`config.mk`:
```
export PLATFORM = sky130hd
export DESIGN_NAME = selwake_payload_fd_config
export DESIGN_NICKNAME = d
export VERILOG_FILES = /design/src/hw/selwake_pkg.sv /design/src/hw/reg_access_if.sv /design/src/hw/spi_frame_engine.sv /design/src/hw/selwake_payload_fd_config.sv
export VERILOG_INCLUDE_DIRS = /design/src /design/src/hw
export SDC_FILE = /design/constraint.sdc
export NUM_CORES = 1
export LEC_CHECK = 0
export BUFFER_PORTS_ARGS = -buffer_cell sky130_fd_sc_hd__buf_2
export CORE_UTILIZATION = 40
export DETAILED_ROUTE_END_ITERATION = 8
export SYNTH_ARGS = -nofsm -noshare
export SYNTH_HDL_FRONTEND = slang
export SYNTH_SLANG_ARGS = --single-unit
```
`constraint.sdc`:
```
create_clock -name mclk_i -period 7.3 [get_ports mclk_i]
set_input_delay 1.46 -clock mclk_i [delete_from_list [all_inputs] [get_ports mclk_i]]
set_output_delay 1.46 -clock mclk_i [all_outputs]
set_load 0.02 [all_outputs]
```
`src/hw/selwake_defs.svh`:
```
// Constant definitions for the selective-wake payload and FD configuration bank.
`ifndef SELWAKE_DEFS_SVH
`define SELWAKE_DEFS_SVH

// ----------------------------------------------------------------------------
// Register addresses (7-bit serial address space).
// ----------------------------------------------------------------------------
`define ADDR_PAYLOAD_B3   7'h30
`define ADDR_PAYLOAD_B2   7'h31
`define ADDR_PAYLOAD_B1   7'h32
`define ADDR_PAYLOAD_B0   7'h33
`define ADDR_FD_CFG       7'h34
`define ADDR_WAKE_OPT     7'h39

// ----------------------------------------------------------------------------
// Reset values and field layout.
// ----------------------------------------------------------------------------
`define REG_RESET         8'h00
`define FD_CFG_RESET      6'h00
`define FD_ERRDIS_BIT     5
`define FD_BYPASS_BIT     4
`define FD_FILT_MSB       3
`define FD_FILT_LSB       1
`define FD_EN_BIT         0
`define FD_STORED_MSB     5
`define OPT_RXSEL_BIT     7

// ----------------------------------------------------------------------------
// Dominant filter timing and serial frame layout.
// ----------------------------------------------------------------------------
`define FILT_STEP_NS      10'h032
`define FILT_LONG_NS      10'h2bc
`define FILT_LONG_CODE    3'h7
`define FRAME_HALF_LAST   3'h7

`endif

```
`src/hw/selwake_pkg.sv`:
```
// Types shared by the selective-wake register bank and its serial engine.
package selwake_pkg;

  // Serial frame phases, Gray coded along idle, header, data, done.
  typedef enum logic [1:0] {
    PH_IDLE   = 2'b00,
    PH_HEADER = 2'b01,
    PH_DATA   = 2'b11,
    PH_DONE   = 2'b10
  } frame_phase_t;

  // Complete state of the serial frame engine.
  typedef struct packed {
    logic         cs_meta;
    logic         cs_sync;
    logic         sclk_meta;
    logic         sclk_sync;
    logic         sclk_prev;
    logic         mosi_meta;
    logic         mosi_sync;
    frame_phase_t phase;
    logic [2:0]   cnt;
    logic [15:0]  shin;
    logic [7:0]   shout;
    logic [6:0]   addr;
    logic         wr;
    logic         fetch;
    logic [7:0]   wdata;
    logic         wr_stb;
  } spi_state_t;

  // Complete state of the register bank.
  typedef struct packed {
    logic [7:0] pay3;
    logic [7:0] pay2;
    logic [7:0] pay1;
    logic [7:0] pay0;
    logic [5:0] fd_cfg;
    logic       rx_sel;
  } bank_state_t;

endpackage

```
`src/hw/reg_access_if.sv`:
```
// Interface carrying register accesses from the serial engine to the bank.
`timescale 1ns/10ps
interface reg_access_if;
  logic [6:0] addr;
  logic       wr_stb;
  logic [7:0] wdata;
  logic [7:0] rdata;

  modport engine (output addr, output wr_stb, output wdata, input rdata);
  modport bank   (input addr, input wr_stb, input wdata, output rdata);
endinterface

```
`src/hw/spi_frame_engine.sv`:
```
// Serial peripheral slave that turns 16-bit frames into register accesses.
`timescale 1ns/10ps
`include "selwake_defs.svh"
module spi_frame_engine
  import selwake_pkg::*;
(
  input  wire logic    mclk_i,
  input  wire logic    rst_i,
  input  wire logic    sclk_i,
  input  wire logic    csn_i,
  input  wire logic    mosi_i,
  output logic         miso_o,
  output logic         miso_oe_o,
  reg_access_if.engine acc
);

  spi_state_t st_ff;
  spi_state_t nxt_st;
  logic       rise;
  logic       fall;
  logic [15:0] shifted;

  // Select idles high, so its synchroniser resets to the deselected level.
  // A zero reset would show a selected bus for two cycles after release.
  localparam spi_state_t SPI_RESET = '{cs_meta: 1'b1, cs_sync: 1'b1,
                                       phase: PH_IDLE, default: '0};

  // ----------------------------------------------------------------------------
  // Frame sequencing. Pins pass two flops; edge detect also reads a third sclk flop.
  // ----------------------------------------------------------------------------
  // Bits arrive LSB first: 7 address bits, write flag, then 8 data bits.
  always_comb begin
    nxt_st           = st_ff;
    nxt_st.cs_meta   = csn_i;
    nxt_st.cs_sync   = st_ff.cs_meta;
    nxt_st.sclk_meta = sclk_i;
    nxt_st.sclk_sync = st_ff.sclk_meta;
    nxt_st.sclk_prev = st_ff.sclk_sync;
    nxt_st.mosi_meta = mosi_i;
    nxt_st.mosi_sync = st_ff.mosi_meta;
    nxt_st.wr_stb    = 1'b0;
    rise    = st_ff.sclk_sync & ~st_ff.sclk_prev;
    fall    = ~st_ff.sclk_sync & st_ff.sclk_prev;
    shifted = {st_ff.mosi_sync, st_ff.shin[15:1]};
    if (st_ff.cs_sync) begin
      nxt_st.phase = PH_IDLE;
      nxt_st.cnt   = 3'h0;
      nxt_st.shout = 8'h00;
      nxt_st.fetch = 1'b0;
    end else begin
      case (st_ff.phase)
        PH_IDLE: begin
          nxt_st.phase = PH_HEADER;
          nxt_st.cnt   = 3'h0;
        end
        PH_HEADER: begin
          if (rise) begin
            nxt_st.shin = shifted;
            nxt_st.cnt  = st_ff.cnt + 3'h1;
            if (st_ff.cnt == `FRAME_HALF_LAST) begin
              nxt_st.addr  = shifted[14:8];
              nxt_st.wr    = shifted[15];
              nxt_st.fetch = 1'b1;
              nxt_st.phase = PH_DATA;
            end
          end
        end
        PH_DATA: begin
          // Read data is loaded once, the cycle after the address is known.
          if (st_ff.fetch) begin
            nxt_st.shout = acc.rdata;
            nxt_st.fetch = 1'b0;
          end else if (fall && st_ff.cnt != 3'h0) begin
            nxt_st.shout = {1'b0, st_ff.shout[7:1]};
          end
          if (rise) begin
            nxt_st.shin = shifted;
            nxt_st.cnt  = st_ff.cnt + 3'h1;
            if (st_ff.cnt == `FRAME_HALF_LAST) begin
              nxt_st.wdata  = shifted[15:8];
              nxt_st.wr_stb = st_ff.wr;
              nxt_st.phase  = PH_DONE;
            end
          end
        end
        default: begin
          // Extra clocks past 16 bits are ignored until select goes high.
          nxt_st.phase = PH_DONE;
        end
      endcase
    end
  end

  // State register.
  always_ff @(posedge mclk_i) begin
    if (rst_i) begin
      st_ff <= SPI_RESET;
    end else begin
      st_ff <= nxt_st;
    end
  end

  // Outputs come straight from flops.
  assign acc.addr   = st_ff.addr;
  assign acc.wr_stb = st_ff.wr_stb;
  assign acc.wdata  = st_ff.wdata;
  assign miso_o     = st_ff.shout[0];
  assign miso_oe_o  = ~st_ff.cs_sync;

endmodule

```
`src/hw/selwake_payload_fd_config.sv`:
```
// Register bank for selective-wake payload bytes and FD tolerant settings.
//
// Functional notes
// - Four read/write payload bytes, byte 3 to byte 0, sit at 0x30..0x33.
// - Each payload byte holds its reference value in bits 7:0, LSB bit 0.
// - Reset or soft reset clears payload and FD config; restart keeps them.
// - The 8-bit FD configuration register sits at address 0x34.
// - On restart FD bits 5:0 keep their values and bits 7:6 become zero.
// - FD configuration bits 7:6 always read as zero.
// - With the counter disable bit clear the frame error counter runs.
// - Counter disable suspends the error counter only while FD enable is set.
// - Bus silence timeout clears the counter disable bit; software may write it.
// - The bypass bit removes the analog filter from the receive path.
// - Filter code 0..6 gives 50 ns steps from 50 ns, code 7 gives 700 ns.
// - The dominant filter is outside the analog path and is never bypassed.
// - Bit 0 turns FD tolerant mode on when set and off when clear.
// - Options bit 7 picks the low-power receiver at 0, standard at 1.
`timescale 1ns/10ps
`include "selwake_defs.svh"
module selwake_payload_fd_config
  import selwake_pkg::*;
(
  input  wire logic  mclk_i,
  input  wire logic  rst_i,
  input  wire logic  soft_reset_i,
  input  wire logic  restart_i,
  input  wire logic  silence_timeout_i,
  input  wire logic  sclk_i,
  input  wire logic  csn_i,
  input  wire logic  mosi_i,
  output logic       miso_o,
  output logic       miso_oe_o,
  output logic [31:0] payload_o,
  output logic       fd_tolerant_en_o,
  output logic       error_counter_run_o,
  output logic       analog_filter_bypass_o,
  output logic [2:0] dominant_filter_time_o,
  output logic [9:0] dominant_filter_ns_o,
  output logic       wake_receiver_select_o
);

  bank_state_t st_ff;
  bank_state_t nxt_st;
  reg_access_if acc ();

  // ----------------------------------------------------------------------------
  // Serial front end.
  // ----------------------------------------------------------------------------
  spi_frame_engine u_engine (
    .mclk_i    (mclk_i),
    .rst_i     (rst_i),
    .sclk_i    (sclk_i),
    .csn_i     (csn_i),
    .mosi_i    (mosi_i),
    .miso_o    (miso_o),
    .miso_oe_o (miso_oe_o),
    .acc       (acc)
  );

  // ----------------------------------------------------------------------------
  // Register update.
  // ----------------------------------------------------------------------------
  // A restart leaves every stored bit alone; reserved bits have no storage,
  // so they come back as zero for free.
  always_comb begin
    nxt_st = st_ff;
    if (soft_reset_i) begin
      nxt_st.pay3   = `REG_RESET;
      nxt_st.pay2   = `REG_RESET;
      nxt_st.pay1   = `REG_RESET;
      nxt_st.pay0   = `REG_RESET;
      nxt_st.fd_cfg = `FD_CFG_RESET;
      nxt_st.rx_sel = 1'b0;
    end else if (acc.wr_stb) begin
      if (acc.addr == `ADDR_PAYLOAD_B3) begin
        nxt_st.pay3 = acc.wdata;
      end else if (acc.addr == `ADDR_PAYLOAD_B2) begin
        nxt_st.pay2 = acc.wdata;
      end else if (acc.addr == `ADDR_PAYLOAD_B1) begin
        nxt_st.pay1 = acc.wdata;
      end else if (acc.addr == `ADDR_PAYLOAD_B0) begin
        nxt_st.pay0 = acc.wdata;
      end else if (acc.addr == `ADDR_FD_CFG) begin
        nxt_st.fd_cfg = acc.wdata[`FD_STORED_MSB:0];
      end else if (acc.addr == `ADDR_WAKE_OPT) begin
        nxt_st.rx_sel = acc.wdata[`OPT_RXSEL_BIT];
      end
    end
    // The timeout clear wins over a same-cycle software write of the bit,
    // so a late write cannot keep the counter suspended past silence.
    if (silence_timeout_i && !soft_reset_i) begin
      nxt_st.fd_cfg[`FD_ERRDIS_BIT] = 1'b0;
    end
  end

  // State register.
  always_ff @(posedge mclk_i) begin
    if (rst_i) begin
      st_ff <= '0;
    end else begin
      st_ff <= nxt_st;
    end
  end

  // ----------------------------------------------------------------------------
  // Read decode. Unmapped addresses read as zero.
  // ----------------------------------------------------------------------------
  always_comb begin
    acc.rdata = 8'h00;
    if (acc.addr == `ADDR_PAYLOAD_B3) begin
      acc.rdata = st_ff.pay3;
    end else if (acc.addr == `ADDR_PAYLOAD_B2) begin
      acc.rdata = st_ff.pay2;
    end else if (acc.addr == `ADDR_PAYLOAD_B1) begin
      acc.rdata = st_ff.pay1;
    end else if (acc.addr == `ADDR_PAYLOAD_B0) begin
      acc.rdata = st_ff.pay0;
    end else if (acc.addr == `ADDR_FD_CFG) begin
      acc.rdata = {2'b00, st_ff.fd_cfg};
    end else if (acc.addr == `ADDR_WAKE_OPT) begin
      acc.rdata = {st_ff.rx_sel, 7'h00};
    end
  end

  // ----------------------------------------------------------------------------
  // Configuration outputs toward the receiver and frame detector.
  // ----------------------------------------------------------------------------
  assign payload_o = {st_ff.pay3, st_ff.pay2, st_ff.pay1, st_ff.pay0};
  assign fd_tolerant_en_o = st_ff.fd_cfg[`FD_EN_BIT];
  // The counter is only suspended when both bits are set.
  assign error_counter_run_o = ~(st_ff.fd_cfg[`FD_ERRDIS_BIT] &
                                 st_ff.fd_cfg[`FD_EN_BIT]);
  assign analog_filter_bypass_o = st_ff.fd_cfg[`FD_BYPASS_BIT];
  assign dominant_filter_time_o =
    st_ff.fd_cfg[`FD_FILT_MSB:`FD_FILT_LSB];
  // The dominant filter follows its code alone; bypass never enters here,
  // since it sits after the analog path.
  always_comb begin
    if (dominant_filter_time_o == `FILT_LONG_CODE) begin
      dominant_filter_ns_o = `FILT_LONG_NS;
    end else begin
      dominant_filter_ns_o = 10'((dominant_filter_time_o + 4'h1) * `FILT_STEP_NS);
    end
  end
  // Software must set this for FD tolerance above 1 Mbit/s.
  assign wake_receiver_select_o = st_ff.rx_sel;
endmodule

```
==> out/results.txt <==
Row Count = 36
Total GRT Usage = 17.3%
Worst setup SP type = flop
Worst r2r src = u_engine.acc.addr[1]
Register share of total power = 59.6%
Fin. max-slew vios = 0
H-tree depth = 3
Post-route minimum period = 4.25 ns
Post-route DRC = 0
Pleak = 0.00202 uW
Hold path depth = 1
Area of placed instances = 0.00425 sq mm
Switching Power = 171 uW
Die area = 0.0109 sq mm
Root Driver = clkbuf_8
Hold/Removal Path Class = reg2reg
Combinational Power Share = 1.8%
Post-route cell area = 0.00443 sq mm
Die X = 104 um
Pin count of the biggest net entering global routing = 40
First-pass GRT wire length = 14800 um
DRT Pass-1 Iters = 4
Clock buffer depth = 2
Clock share of power = 38.6%
Async SR Flop Fraction = 0%
R2R Path End = payload_o[5]
R2R cell count = 4
Setup WS post-layout = 3.05 ns
First DRT Iteration DRCs = 180
FF-to-FF setup slack = 5.02 ns
Fill count = 975
WS Path Type = reg2out
CTS tree = built
Num CTS Buffers = 9
Antenna-violating nets left = 0
YS warnings = 0
Initial antenna violation count = 0
Worst hold path endpoint = u_engine.st_ff[52]
Nets = 477
Slowest Stage Delay on Critical Path = 0.49 ns
CTS Sinks = 84
Via/cell ratio = 5.09
Drt total wl = 9160 um
Crit-path max FO = 7
Crit path DAT = 2.79 ns
Routed len/inst = 15.5 um
Mapped Cells = 446
Post-CTS Hold Fix Bufs = 0
# diodes = 0
CTS clk-pin slew, worst paths = 0.08 ns
Die Y = 104 um
Number of global-route vias before repair = 2817
GP Congestion = 0.809
Max_cap viols = 0
CP Capture Type = output port
GRT Max-Usage Layer = met2
Cell Area, Synth = 0.00419 sq mm
Fraction of layout cells with a size suffix above 1 = 19.4%
Clk_lat worst skew = 0.35 ns
Post-Syn Area per Cell = 9.39 sq um
Area delta synth->final = 5.76%
Total power per unit cell area = 175 mW/mm^2
Total Negative Setup Slacks = 0 ns
Post-synth top area share = 40.1%
Place WS = 3.40 ns
Most frequent cells in the layout = dfxtp_1 (84), mux2i_1 (63), nor2_1 (61)
Timing-limited maximum frequency = 235 MHz
CP cell instances = ha_1, inv_1, ha_1, ha_1, fa_1, a21oi_1, xnor2_1, nand2b_1, buf_2
Synth area leaders = dfxtp_1 (40%), mux2i_1 (15%), buf_4 (6.6%), nor2_1 (5.5%), ha_1 (3.9%)
Worst VDD drop = 0.000105 V
Dominant cell type by area after synthesis = dfxtp_1
Worst hold margin = 0.412 ns
Postcts setup bufs = 0
Fin util = 44.5%
Tightest Pin Transition = 0.761 ns
Status = finished, final reports clean
Slew HR = 49.3%
Slowest CP cell = dfxtp_1
Grt met3 use = 3.70%
Post-cts sizing count = 0
Worst hold start = u_engine.nxt_st[52]
Synth unique cells = 52
Met1 usage in global routing = 24.0%
Starting Density = 42.1%
Critical path required time = 5.84 ns
Most common cell after layout, fill and taps aside = dfxtp_1
Met2 global-route usage = 26.8%
Final clock skew = 0.00859 ns
Final Hold Viols = 0
EDFF count, synth = 0
I/O pins = 59
Most common cell on crit path = ha_1
#FFs+latches synth = 84
Switching Share = 22.1%
Core Footprint = 0.00995 sq mm
IO Port Bufs = 56
RSZ-0062 raised after global routing = no
Congestion Overflow GR = 0
Seq/Total Area, Yosys = 40.1%
Final setup fails = 0
Tcrit/Tclk final = 58.3%
Via count = 3014
Main flop type after synthesis = dfxtp_1
Pint = 603 uW
Post-DP HPWL = 6630 um
[cells in the mapped netlist, drive strengths merged (4+ instances only)]
library cell / count
nor2: 61
o21ai: 14
nor2b: 10
nor4: 7
a22o: 4
clkbuf: 15
buf: 45
nand2: 18
or2: 7
ha: 13
dfxtp: 84
a221oi: 4
a21boi: 4
nand2b: 12
mux2i: 63
nand3: 7
inv: 13
a31oi: 5
nor3: 4
a21oi: 17
[critical path, delay by kind of cell, from the launching register on]
family | cells | cell delay [ns]
fa+ha+maj | 4 | 1.36
flops | 1 | 0.49
compound gates | 1 | 0.20
xor+xnor | 1 | 0.13
simple gates | 1 | 0.07
buf+inv | 2 | 0.20
[how the worst max path moves through the flow]
stage	to	slack [ns]	cells past startpoint	start
4_1_cts	dominant_filter_ns_o[9]	3.02	9	dominant_filter_time_o[1]
3_5_place_dp	dominant_filter_ns_o[9]	3.40	9	dominant_filter_time_o[1]
5_1_grt	dominant_filter_ns_o[9]	2.90	9	dominant_filter_time_o[1]
2_1_floorplan	dominant_filter_ns_o[9]	3.65	8	dominant_filter_time_o[0]
6_report	dominant_filter_ns_o[9]	3.05	9	dominant_filter_time_o[1]
3_3_place_gp	dominant_filter_ns_o[9]	3.47	9	dominant_filter_time_o[1]
[power groups by stage]
stage	combinational (uW)	clock (uW)	sequential, uW
floorplan	11.0	0	471
global placement	14.1	0	472
detailed placement	14.4	0	472
CTS	14.4	308	461
global route	15.9	327	461
finish	14.1	299	461
[area by class of cell]
type	count	area [sq um]	share of cell area (%)
multi-input cells	290	2070	46.7
flip-flops and latches	84	1680	38.0
repair buffers	57	288	6.50
well taps	133	166	3.76
clock buffers	11	151	3.42
inverters	13	48.8	1.10
clock inverters	4	25.0	0.565
[registers in the layout, indices dropped and copies added (netlist names), 3 cells and up]
signal	cells
u_engine.nxt_st	4
payload_o	32
u_engine.acc.addr	7
u_engine.shifted	8
u_engine.st_ff	16
u_engine.acc.wdata	8
dominant_filter_time_o	3
[logic make-up (layout without fill, tap and decap cells)]
logic type,count (synthesis),in the layout,share of synthesized area [%]
other,1,2,0.0895
xor gates and xnor gates,4,4,0.836
muxes,64,64,15.6
DFF,84,84,40.1
adders and majority gates,14,14,4.36
buffers and inverters,73,85,10.5
AOI/OAI and AO/OA,62,62,9.83
and+or+nand+nor,144,144,18.6
[layer usage]
layer | vias to the layer above | share of wire (%)
met4 | 0 | 0.95
met3 | 8 | 3.6
li1 | 1524 | -
met5 | - | 0
met1 | 1423 | 49
met2 | 59 | 46
[metrics by stage]
step,power (uW),std cells
after global placement,486,577
after floorplan,482,447
final,774,592
after CTS,783,592
after detailed placement,486,577
after global routing,804,592
No activity file was read; power rests on OpenSTA's default activity.
